--- config.mk ---
export PLATFORM = sky130hd
export DESIGN_NAME = rsf_regs
export DESIGN_NICKNAME = d
export VERILOG_FILES = /design/src/rsf_pkg.sv /design/src/rsf_regs.sv
export SDC_FILE = /design/constraint.sdc
export NUM_CORES = 1
export LEC_CHECK = 0
export BUFFER_PORTS_ARGS = -buffer_cell sky130_fd_sc_hd__buf_2
export CORE_ASPECT_RATIO = 1.75
export CORE_UTILIZATION = 45
export CTS_CLUSTER_DIAMETER = 120
export DETAILED_ROUTE_END_ITERATION = 8
export MAX_ROUTING_LAYER = met4
export PLACE_DENSITY = 0.62
export SLEW_MARGIN = 20
export SYNTH_ARGS = -nofsm -noshare
export SYNTH_HDL_FRONTEND = slang
export SYNTH_SLANG_ARGS = --single-unit
--- constraint.sdc ---
create_clock -name pclk -period 3.8 [get_ports pclk]
set_input_delay 0.38 -clock pclk [delete_from_list [all_inputs] [get_ports pclk]]
set_output_delay 0.38 -clock pclk [all_outputs]
set_load 0.005 [all_outputs]
--- src/rsf_pkg.sv ---
// package: constants and carrier types of the cpu register set
//==========================================================
// Summary of operation
// - 8-bit accumulator feeds the adder; reset leaves it alone
// - 16-bit index pair, upper byte is high address byte
// - reset forces upper index byte to 0x00, lower kept
// - lower index byte clears, counts, inverts, negates, shifts, rotates
// - 16-bit stack pointer, forced to 0x00FF by reset
// - stack adjust adds sign-extended 8-bit immediate to stack pointer
// - stack low reset touches only the low stack pointer byte
// - calls push return address; interrupts push it plus registers
// - program counter steps on fetch; change-of-flow loads new address
// - after reset program counter loads vector from 0xFFFE/0xFFFF
// - registers have no memory address; memory space is 64 Kbyte
// - flag register bits 6 and 5 always read as 1
// - overflow flag bit 7 on signed overflow; signed branches test it
// - half-carry bit 4 on carry from bit 3 in adds
// - decimal adjust uses half-carry and carry to correct sum
// - mask bit 3 set blocks maskable interrupts, clear allows
// - interrupt sets mask after stacking, before service code
// - no interrupt right after mask clear if mask was set
// - negative bit 2 follows result or moved value msb
// - zero bit 1 set on zero result or moved value
// - carry bit 0 from add carry, borrow, bit test, shifts
package rsf_pkg;

	//==========================================================
	// register offsets on the bus
	localparam logic [7:0] OFS_ACC  = 8'h00;
	localparam logic [7:0] OFS_IDX  = 8'h04;
	localparam logic [7:0] OFS_SP   = 8'h08;
	localparam logic [7:0] OFS_PC   = 8'h0C;
	localparam logic [7:0] OFS_FLG  = 8'h10;
	localparam logic [7:0] OFS_STAT = 8'h14;

	//==========================================================
	// reset values, flag masks and fixed addresses
	localparam logic [15:0] SP_RST   = 16'h00FF;
	localparam logic [7:0]  H_RST    = 8'h00;
	localparam logic [7:0]  FLG_RST  = 8'h68;
	localparam logic [7:0]  FLG_ONES = 8'h60;
	localparam logic [7:0]  FLG_WMSK = 8'h9F;
	localparam logic [15:0] VEC_HI   = 16'hFFFE;
	localparam logic [15:0] VEC_LO   = 16'hFFFF;

	//==========================================================
	// flag bit positions
	localparam int FB_V = 7;
	localparam int FB_H = 4;
	localparam int FB_I = 3;
	localparam int FB_N = 2;
	localparam int FB_Z = 1;
	localparam int FB_C = 0;

	// bytes pushed by call and by interrupt entry
	localparam logic [2:0] CALL_BYTES = 3'd2;
	localparam logic [2:0] INT_BYTES  = 3'd5;

	//==========================================================
	// datapath commands
	typedef enum logic [4:0] {
		OP_NOP, OP_FETCH, OP_JMP, OP_CALL, OP_INT, OP_LDA, OP_STA,
		OP_LDX, OP_LDHX, OP_ADD, OP_ADC, OP_SUB, OP_DEC_ADJ, OP_CLRX,
		OP_INCX, OP_DECX, OP_COMX, OP_NEGX, OP_LSLX, OP_LSRX, OP_ROLX,
		OP_RORX, OP_SP_ADJ, OP_SP_LOW, OP_PUSH, OP_PULL, OP_MASK_CLR,
		OP_SEI, OP_TAP, OP_BTST, OP_BR_LT, OP_BR_GE
	} rsf_opc_t;

	typedef enum logic [2:0] {
		S_VHI, S_VLO, S_VMID, S_VFIN, S_RUN, S_PUSH, S_PULW, S_PULD
	} rsf_sta_t;

	typedef struct packed {
		logic      valid;
		rsf_opc_t  code;
		logic [15:0] data;
	} rsf_op_t;

	typedef struct packed {
		logic        rd;
		logic        wr;
		logic [15:0] addr;
		logic [7:0]  wdata;
	} rsf_mem_t;

	typedef struct packed {
		rsf_sta_t    sta;
		logic [7:0]  a;
		logic [7:0]  h;
		logic [7:0]  x;
		logic [15:0] sp;
		logic [15:0] pc;
		logic [7:0]  flg;
		logic        inh;
		logic        isint;
		logic [2:0]  cnt;
		logic [15:0] tgt;
		rsf_mem_t    mem;
		logic        rdy;
		logic        allow;
		logic        pready;
		logic        pslverr;
		logic [31:0] prdata;
	} rsf_st_t;

endpackage

--- src/rsf_regs.sv ---
// module: cpu register set, flag logic and program counter sequencing
//
// The APB register port and the placing of the registers were left to the implementer.
`timescale 1ns/10ps
module rsf_regs
	import rsf_pkg::*;
(
	input  wire logic        pclk,
	input  wire logic        presetn,
	input  wire logic        psel,
	input  wire logic        penable,
	input  wire logic        pwrite,
	input  wire logic [7:0]  paddr,
	input  wire logic [31:0] pwdata,
	output logic [31:0]      prdata,
	output logic             pready,
	output logic             pslverr,
	input  wire rsf_op_t     op,
	output logic             op_ready,
	output logic             int_allow,
	output rsf_mem_t         mem,
	input  wire logic [7:0]  mem_rdata,
	output logic [7:0]       acc,
	output logic [15:0]      index,
	output logic [15:0]      stack_pointer,
	output logic [15:0]      program_counter,
	output logic [7:0]       result_flags
);

	rsf_st_t q, d;

	//==========================================================
	// outputs come straight from the state flops
	assign prdata          = q.prdata;
	assign pready          = q.pready;
	assign pslverr         = q.pslverr;
	assign op_ready        = q.rdy;
	assign int_allow       = q.allow;
	assign mem             = q.mem;
	assign acc             = q.a;
	assign index           = {q.h, q.x};
	assign stack_pointer   = q.sp;
	assign program_counter = q.pc;
	assign result_flags    = q.flg;

	//==========================================================
	// next state
	always_comb begin
		logic        go;
		logic        cin;
		logic        bus_acc;
		logic        bus_wr;
		logic [8:0]  s9;
		logic [4:0]  s5;
		logic [7:0]  r;
		logic [7:0]  cor;
		logic        setnz;
		go      = 1'b0;
		cin     = 1'b0;
		bus_acc = 1'b0;
		bus_wr  = 1'b0;
		s9      = 9'h000;
		s5      = 5'h00;
		r       = 8'h00;
		cor     = 8'h00;
		setnz   = 1'b0;
		d       = q;
		d.mem.rd = 1'b0;
		d.mem.wr = 1'b0;
		go  = op.valid && q.rdy;
		cin = q.flg[FB_C];

		unique case (q.sta)
		// vector fetch: two reads, data one cycle after request
		S_VHI: begin
			d.mem.rd   = 1'b1;
			d.mem.addr = VEC_HI;
			d.sta      = S_VLO;
		end
		S_VLO: begin
			d.mem.rd   = 1'b1;
			d.mem.addr = VEC_LO;
			d.sta      = S_VMID;
		end
		S_VMID: begin
			d.pc[15:8] = mem_rdata;
			d.sta      = S_VFIN;
		end
		S_VFIN: begin
			d.pc[7:0] = mem_rdata;
			d.sta     = S_RUN;
		end
		// push one byte per cycle, pointer drops after the store
		S_PUSH: begin
			d.mem.wr   = 1'b1;
			d.mem.addr = q.sp;
			d.sp       = q.sp - 16'h0001;
			unique case (q.cnt)
			3'd0: d.mem.wdata = q.pc[7:0];
			3'd1: d.mem.wdata = q.pc[15:8];
			3'd2: d.mem.wdata = q.x;
			3'd3: d.mem.wdata = q.a;
			default: d.mem.wdata = q.flg;
			endcase
			d.cnt = q.cnt + 3'd1;
			if ((q.isint && q.cnt == INT_BYTES - 3'd1) ||
			    (!q.isint && q.cnt == CALL_BYTES - 3'd1)) begin
				d.pc  = q.tgt;
				d.sta = S_RUN;
				// mask goes up only once the flags are stacked
				if (q.isint)
					d.flg[FB_I] = 1'b1;
			end
		end
		S_PULW: d.sta = S_PULD;
		S_PULD: begin
			d.a     = mem_rdata;
			r       = mem_rdata;
			setnz   = 1'b1;
			d.sta   = S_RUN;
		end
		S_RUN: begin
			if (go) begin
				// one instruction past a mask clear runs unbroken
				d.inh = 1'b0;
				unique case (op.code)
				OP_NOP: d.inh = q.inh;
				OP_FETCH: d.pc = q.pc + 16'h0001;
				OP_JMP: d.pc = op.data;
				OP_CALL, OP_INT: begin
					d.tgt   = op.data;
					d.isint = (op.code == OP_INT);
					d.cnt   = 3'd0;
					d.sta   = S_PUSH;
				end
				OP_LDA: begin
					d.a = op.data[7:0];
					r = op.data[7:0];
					setnz = 1'b1;
				end
				OP_STA: begin
					d.mem.wr    = 1'b1;
					d.mem.addr  = op.data;
					d.mem.wdata = q.a;
					r = q.a;
					setnz = 1'b1;
				end
				OP_LDX: begin
					d.x = op.data[7:0];
					r = op.data[7:0];
					setnz = 1'b1;
				end
				OP_LDHX: begin
					{d.h, d.x} = op.data;
					d.flg[FB_N] = op.data[15];
					d.flg[FB_Z] = (op.data == 16'h0000);
					d.flg[FB_V] = 1'b0;
				end
				OP_ADD, OP_ADC: begin
					if (op.code == OP_ADD)
						cin = 1'b0;
					s9 = {1'b0, q.a} + {1'b0, op.data[7:0]}
						+ {8'h00, cin};
					s5 = {1'b0, q.a[3:0]} + {1'b0, op.data[3:0]}
						+ {4'h0, cin};
					r = s9[7:0];
					d.a = r;
					d.flg[FB_H] = s5[4];
					d.flg[FB_C] = s9[8];
					d.flg[FB_V] = (q.a[7] == op.data[7]) &&
						(r[7] != q.a[7]);
					setnz = 1'b1;
				end
				OP_SUB: begin
					s9 = {1'b0, q.a} - {1'b0, op.data[7:0]};
					r = s9[7:0];
					d.a = r;
					d.flg[FB_C] = s9[8];
					d.flg[FB_V] = (q.a[7] != op.data[7]) &&
						(r[7] != q.a[7]);
					setnz = 1'b1;
				end
				OP_DEC_ADJ: begin
					// correction chosen from both carries and digits
					if (q.flg[FB_H] || q.a[3:0] > 4'h9)
						cor[3:0] = 4'h6;
					if (q.flg[FB_C] || q.a > 8'h99)
						cor[7:4] = 4'h6;
					r = q.a + cor;
					d.a = r;
					d.flg[FB_C] = (cor[7:4] == 4'h6);
					setnz = 1'b1;
				end
				OP_CLRX, OP_INCX, OP_DECX, OP_COMX, OP_NEGX,
				OP_LSLX, OP_LSRX, OP_ROLX, OP_RORX: begin
					unique case (op.code)
					OP_CLRX: begin
						r = 8'h00;
						d.flg[FB_V] = 1'b0;
					end
					OP_INCX: begin
						r = q.x + 8'h01;
						d.flg[FB_V] = (r == 8'h80);
					end
					OP_DECX: begin
						r = q.x - 8'h01;
						d.flg[FB_V] = (r == 8'h7F);
					end
					OP_COMX: begin
						r = ~q.x;
						d.flg[FB_V] = 1'b0;
						d.flg[FB_C] = 1'b1;
					end
					OP_NEGX: begin
						r = 8'h00 - q.x;
						d.flg[FB_V] = (r == 8'h80);
						d.flg[FB_C] = (r != 8'h00);
					end
					OP_LSLX: begin
						r = {q.x[6:0], 1'b0};
						d.flg[FB_C] = q.x[7];
					end
					OP_LSRX: begin
						r = {1'b0, q.x[7:1]};
						d.flg[FB_C] = q.x[0];
					end
					OP_ROLX: begin
						r = {q.x[6:0], cin};
						d.flg[FB_C] = q.x[7];
					end
					default: begin
						r = {cin, q.x[7:1]};
						d.flg[FB_C] = q.x[0];
					end
					endcase
					// shifts and rotates set overflow to negative xor carry
					if (op.code inside {OP_LSLX, OP_LSRX, OP_ROLX,
					                    OP_RORX})
						d.flg[FB_V] = r[7] ^ d.flg[FB_C];
					d.x = r;
					setnz = 1'b1;
				end
				OP_SP_ADJ: d.sp = q.sp + {{8{op.data[7]}},
					op.data[7:0]};
				OP_SP_LOW: d.sp[7:0] = SP_RST[7:0];
				OP_PUSH: begin
					d.mem.wr    = 1'b1;
					d.mem.addr  = q.sp;
					d.mem.wdata = q.a;
					d.sp        = q.sp - 16'h0001;
				end
				OP_PULL: begin
					d.sp       = q.sp + 16'h0001;
					d.mem.rd   = 1'b1;
					d.mem.addr = q.sp + 16'h0001;
					d.sta      = S_PULW;
				end
				OP_MASK_CLR: begin
					d.flg[FB_I] = 1'b0;
					d.inh = q.flg[FB_I];
				end
				OP_SEI: d.flg[FB_I] = 1'b1;
				OP_TAP: begin
					d.flg = (q.a & FLG_WMSK) | FLG_ONES;
					d.inh = q.flg[FB_I] && !q.a[FB_I];
				end
				OP_BTST: d.flg[FB_C] = q.a[op.data[2:0]];
				OP_BR_LT, OP_BR_GE: begin
					// signed compare reads overflow against sign
					if ((q.flg[FB_N] ^ q.flg[FB_V]) ==
					    (op.code == OP_BR_LT))
						d.pc = q.pc + {{8{op.data[7]}},
							op.data[7:0]};
				end
				default: d.inh = q.inh;
				endcase
			end
		end
		endcase

		// shared negative and zero update for 8-bit results
		if (setnz) begin
			d.flg[FB_N] = r[7];
			d.flg[FB_Z] = (r == 8'h00);
			if (!(q.sta == S_RUN && op.code inside {OP_ADD, OP_ADC,
			    OP_SUB, OP_DEC_ADJ} || q.sta == S_RUN && op.code inside
			    {OP_INCX, OP_DECX, OP_COMX, OP_NEGX, OP_CLRX, OP_LSLX,
			    OP_LSRX, OP_ROLX, OP_RORX}))
				d.flg[FB_V] = 1'b0;
		end

		//==========================================================
		// bus slave: one wait state, write lands with pready
		bus_acc   = psel && penable && !q.pready;
		bus_wr    = psel && penable && q.pready && pwrite;
		d.pready  = bus_acc;
		d.pslverr = 1'b0;
		if (bus_acc) begin
			d.prdata = 32'h0000_0000;
			unique case (paddr)
			OFS_ACC:  d.prdata[7:0]  = q.a;
			OFS_IDX:  d.prdata[15:0] = {q.h, q.x};
			OFS_SP:   d.prdata[15:0] = q.sp;
			OFS_PC:   d.prdata[15:0] = q.pc;
			OFS_FLG:  d.prdata[7:0]  = q.flg | FLG_ONES;
			OFS_STAT: d.prdata[2:0]  = {q.sta != S_RUN, q.inh,
			                            q.allow};
			default:  d.pslverr      = 1'b1;
			endcase
		end
		// software write wins over the datapath in the same cycle
		if (bus_wr) begin
			unique case (paddr)
			OFS_ACC: d.a = pwdata[7:0];
			OFS_IDX: {d.h, d.x} = pwdata[15:0];
			OFS_SP:  d.sp = pwdata[15:0];
			OFS_PC:  d.pc = pwdata[15:0];
			OFS_FLG: d.flg = (pwdata[7:0] & FLG_WMSK)
			                 | FLG_ONES;
			default: d.prdata = q.prdata;
			endcase
		end
		if (!(psel && penable))
			d.prdata = 32'h0000_0000;

		d.flg   = d.flg | FLG_ONES;
		d.rdy   = (d.sta == S_RUN);
		d.allow = !d.flg[FB_I] && !d.inh && d.sta == S_RUN;
	end

	//==========================================================
	// state register; accumulator and low index byte keep their
	// contents through reset, so they have no reset branch entry
	always_ff @(posedge pclk or negedge presetn) begin
		if (!presetn) begin
			q.sta     <= S_VHI;
			q.h       <= H_RST;
			q.sp      <= SP_RST;
			q.pc      <= 16'h0000;
			q.flg     <= FLG_RST;
			q.inh     <= 1'b0;
			q.isint   <= 1'b0;
			q.cnt     <= 3'd0;
			q.tgt     <= 16'h0000;
			q.mem     <= '0;
			q.rdy     <= 1'b0;
			q.allow   <= 1'b0;
			q.pready  <= 1'b0;
			q.pslverr <= 1'b0;
			q.prdata  <= 32'h0000_0000;
		end else begin
			q <= d;
		end
	end

endmodule // rsf_regs

After elaboration in Yosys (flattened, before gate mapping)
Cells that the tools add are included.
W data, S select, Z words.
- add/sub/neg operators: 15
- reductions and logical operators: 54
- magnitude comparators: 3
- mux-type cells: 86
- eq/ne operators: 63
- bitwise logic cells: 3
- operators by type and width (cell ; number):
    $mux W114 ; 1
    $mux W16 ; 6
    $mux W32 ; 3
    $pmux W16 S3 ; 2
    $pmux W8 S3 ; 4
    $pmux W8 S4 ; 3
    $eq A5 B5 Y1 const B ; 16
    $mux W64 ; 1
    $mux W8 ; 8
    $pmux W16 S4 ; 1
    $pmux W8 S2 ; 4
    $pmux W8 S8 ; 1
    $pmux W8 S6 ; 1
    $eq A5 B4 Y1 const B ; 8
    $mux W33 ; 1
    $add A16 B1 Y16 const B ; 2
    $add A16 B16 Y16 ; 2
    $pmux W16 S2 ; 1
    $mux W4 ; 7
    $pmux W5 S5 ; 1
    $pmux W3 S7 ; 1
    $eq A5 B3 Y1 const B ; 4
    $mux W20 ; 1
    $reduce_or A2 Y1 ; 10
    63 further kinds ; 135
- register bits after elaboration: 148
- output and inout port bits: 126
- input bits: 75
- logic and storage cells: 244

Logic depth before layout (Yosys ltp)
- depth after elaboration: 18
- mapped depth: 15
- gate-level depth less buffers: 12

Worst setup path before layout
No wires, ideal clock.
- path type: input -> register
- start: input op[20] (netlist name)
- end: register q, in the netlist acc[6] (data pin)
- path buffers: 4
- arrival: 3.272 ns
- stages: 15
- library setup time: 0.274 ns
- required time: 3.526 ns
- path slack: 0.254 ns
- cell sequence: buf_4 buf_6 buf_2 buf_2 o31ai_1 fa_1 fa_1 o21bai_1 a21oi_1 o311a_1 a221o_1 a22oi_1 a21oi_1 o21ai_0 a31oi_1
- RTL lines (element ; line ; RTL):
    start, declared ; rsf_regs.sv:18 ; input wire rsf_op_t op,
    end, declared ; rsf_regs.sv:30 ; rsf_st_t q, d;

==> impl_metrics.tcl <==
set metrics [dict create \
    clkSlewWorstSetupHoldPaths_ps 60 \
    vias 15989 \
    routed_wl_um 66500 \
    yosys.area.top_type "dfrtp_1" \
    rows 86 \
    reg2reg_from "acc[1]" \
    seqCellArea_um2 3390 \
    min_path_type "in -> async" \
    grt_pass1_wl_um 96700 \
    worstSetupPathType "reg -> reg" \
    start_kind "flip-flop" \
    arrival_ps 3550 \
    nNetsFinal 2064 \
    maxCapViolations 0 \
    syn-mean-instance-area_um2 7.57 \
    cts_buffer_depth 2 \
    cts_buffers 17 \
    synth-seq-area-share_pct 23.5 \
    grt_pass1_vias 15215 \
    dr.pass1.iters 8 \
    total_power_mw 10.4 \
    place_congestion 1.05 \
    multi_input_area_um2 9430 \
    async_reset_ff_share_pct 87.9 \
    finClkSkew_ps 13.3 \
    cts_tree "yes" \
    vdd_drop_max_mv 0.487 \
    dp_slack_ps 357 \
    die_area_um2 32900 \
    portBuffers 166 \
    synth_top_cell_area_share_pct 18.5 \
    powerDensity_nw_per_um2 666 \
    post_cts_resized 0 \
    yosysWarnings 0 \
    finalSetupTns_ps 0 \
    drc_errors 0 \
    drt_iter0_markers 1803 \
    syn_area_um2 14500 \
    post_cts_buffers 0 \
    vias_per_cell 6.85 \
    cp-startpoint "acc[1]" \
    slew_headroom_pct 29.8 \
    core-area_um2 31500 \
    drive_gt1_share_pct 17.7 \
    cpLargestDelayFamily "compound AO/OA/AOI/OAI gates" \
    synth_area_leaders "dfrtp_1, buf_4, a21oi_1, ha_1, o21ai_0" \
    leakage_nw 6.66 \
    rsz0062_at_grt "no" \
    synth-edff-count 16 \
    setup_violations 0 \
    die_x_um 138 \
    synth_cell_types 100 \
    final-hold-violation-count 6 \
    fin_ws_ps 583 \
    wire_per_inst_um 28.5 \
    pin_count 201 \
    die_y_um 239 \
    cts_root_buf "clkbuf_16" \
    critical-path-slowest-cell "edfxtp_1" \
    num-fill-cells 3207 \
    required_ps 4140 \
    finalCoreUtilization_pct 49.5 \
    hpwl_um 48900 \
    antenna_found_initial 2 \
    syn-instance-count 1911 \
    worst_pin_slew_ps 1050 \
    critPathMaxFanout 8 \
    htree_levels 4 \
    layout-area-overhead-vs-synth_pct 7.82 \
    hold_slack_ps -11.5 \
    finalCritPeriodShare_pct 84.6 \
    cpMostUsedCell "nor2_1" \
    min_period_ps 3220 \
    postCtsHoldBufs 0 \
    path_cells "buf_4 > nor2_1 > o21ai_0 > a21o_1 > ha_1 > a41o_1 > a21oi_1 > xor2_1 > o221ai_1 > nor4_1 > nor2_1 > o22a_1" \
    drv_slew 0 \
    violations "negative hold slack" \
    status "complete, but fails checks" \
    clock_latency_ps 460 \
    start_util_pct 45.9 \
    drtAntennaViolNets 0 \
    grt_overflow 0 \
    clock_sinks 132 \
    grt_max_degree 78 \
    setup.worst_path.end_class "flip-flop" \
    crit_buf_inv 1 \
    grt_use_total_pct 42.2 \
    clock.fmax_ghz 0.311 \
    synth-seq-cells 132 \
    synth-main-ff-cell "dfrtp_1" \
    cpPeakStageDelay_ps 540 \
]
worst register-to-register path: cells and delay by family, from the launching register on:
family / cells / cell delay [ps]
AOI/OAI and AO/OA: 6 / 1160
and+or+nand+nor: 3 / 650
DFF: 1 / 540
adders and majority gates: 1 / 330
buffers and inverters: 1 / 240
xor gates and xnor gates: 1 / 180
sequential cells by signal (all words and copies together), names as in the netlist:
register         cells
stack_pointer       16
program_counter     16
pslverr              1
q                   24
pready               1
acc                  8
mem                 26
prdata              16
result_flags         6
index               16
op_ready             1
int_allow            1
per-layer routing:
metal / track usage (%) / part of all wire, % / vias to the layer above
met5: - / 0 / -
li1: - / - / 6995
met4: 39.1 / 11 / 0
met1: 43.1 / 33 / 7597
met2: 67.2 / 48 / 1013
met3: 7.79 / 8.0 / 384
logic make-up (layout without fill, tap and decap cells):
kind of cell / count (synthesis) / after routing / share of synthesized area (%)
compound gates: 645 / 645 / 29.3
xor+xnor: 54 / 54 / 3.41
fa+ha+maj: 67 / 67 / 6.10
buf+inv: 317 / 325 / 11.9
flops: 132 / 132 / 23.5
mux: 71 / 71 / 5.27
other cells: 2 / 22 / 0.0519
simple gates: 623 / 623 / 20.5
power breakdown:
part	internal, mW	leakage [nW]	switching (mW)	total, mW
logic	2.26	4.73	3.38	5.64
registers	1.95	1.62	0.924	2.87
clock network	1.19	0.315	0.696	1.89
stage by stage:
step                      instances  area [um2]
after global routing           2332       15600
after floorplan                1927       14500
final                          2335       15600
after CTS                      2331       15600
after global placement         2299       14900
after detailed placement       2299       14900
placed cells by master (no fill, tap or decap), drive strengths merged, types with 7 or more instances in the layout:
master,instances
a222oi,10
inv,47
o22ai,32
a21o,16
xnor2,30
dfstp,9
nor3,58
o21a,10
o31ai,9
clkbuf,24
a221o,11
o21ai,151
a22oi,36
nor4,20
and2,9
mux2i,47
a211oi,14
xor2,23
or3,9
a221oi,33
nor2,176
nand2b,23
o311ai,7
nor2b,8
and3,24
edfxtp,16
ha,61
a21oi,160
o221ai,17
dfrtp,107
mux2,22
a31oi,39
nand4,18
o211ai,20
nand2,190
o21bai,8
buf,246
o2111ai,7
nand3,57
conb,18
Yosys cell counts (6+ instances only):
| cell type | instances |
|---|---|
| nand2_1 | 190 |
| nor2_1 | 172 |
| a21oi_1 | 159 |
| o21ai_0 | 147 |
| buf_4 | 128 |
| dfrtp_1 | 107 |
| clkbuf_1 | 105 |
| ha_1 | 61 |
| nand3_1 | 55 |
| nor3_1 | 55 |
| mux2i_1 | 47 |
| inv_1 | 44 |
| a31oi_1 | 39 |
| a22oi_1 | 36 |
| a221oi_1 | 32 |
| o22ai_1 | 31 |
| xnor2_1 | 29 |
| buf_2 | 28 |
| and3_1 | 24 |
| xor2_1 | 23 |
| mux2_2 | 22 |
| nand2b_1 | 22 |
| o211ai_1 | 20 |
| nand4_1 | 18 |
| nor4_1 | 17 |
| o221ai_1 | 17 |
| a21o_1 | 16 |
| edfxtp_1 | 16 |
| a211oi_1 | 14 |
| a221o_1 | 11 |
| a222oi_1 | 10 |
| o21a_1 | 10 |
| dfstp_2 | 9 |
| o31ai_1 | 9 |
| or3_1 | 9 |
| and2_1 | 8 |
| nor2b_1 | 8 |
| o21bai_1 | 8 |
| o2111ai_1 | 7 |
| fa_1 | 6 |
| o2bb2ai_1 | 6 |
cell type report:
type | instances | share of cell area, %
diodes | 4 | 0.0641
clock buffers | 24 | 3.23
clock inverters | 8 | 0.922
inverters | 47 | 1.13
multi-input cells | 1478 | 60.4
flip-flops and latches | 132 | 21.7
well taps | 396 | 3.17
repair buffers | 246 | 9.29
worst paths after layout:
path | endpoint | slack, ps | depth (start not counted)
max | result_flags[2] | 580 | 12
min | program_counter[3] | -10 | 1
max reg2reg | result_flags[2] | 580 | 12
min reg2reg | prdata[12] | 480 | 2
max in group asynchronous | stack_pointer[4] | 2920 | 2
min in group pclk | stack_pointer[11] | 260 | 3
Power figures use the tool's default switching activity.
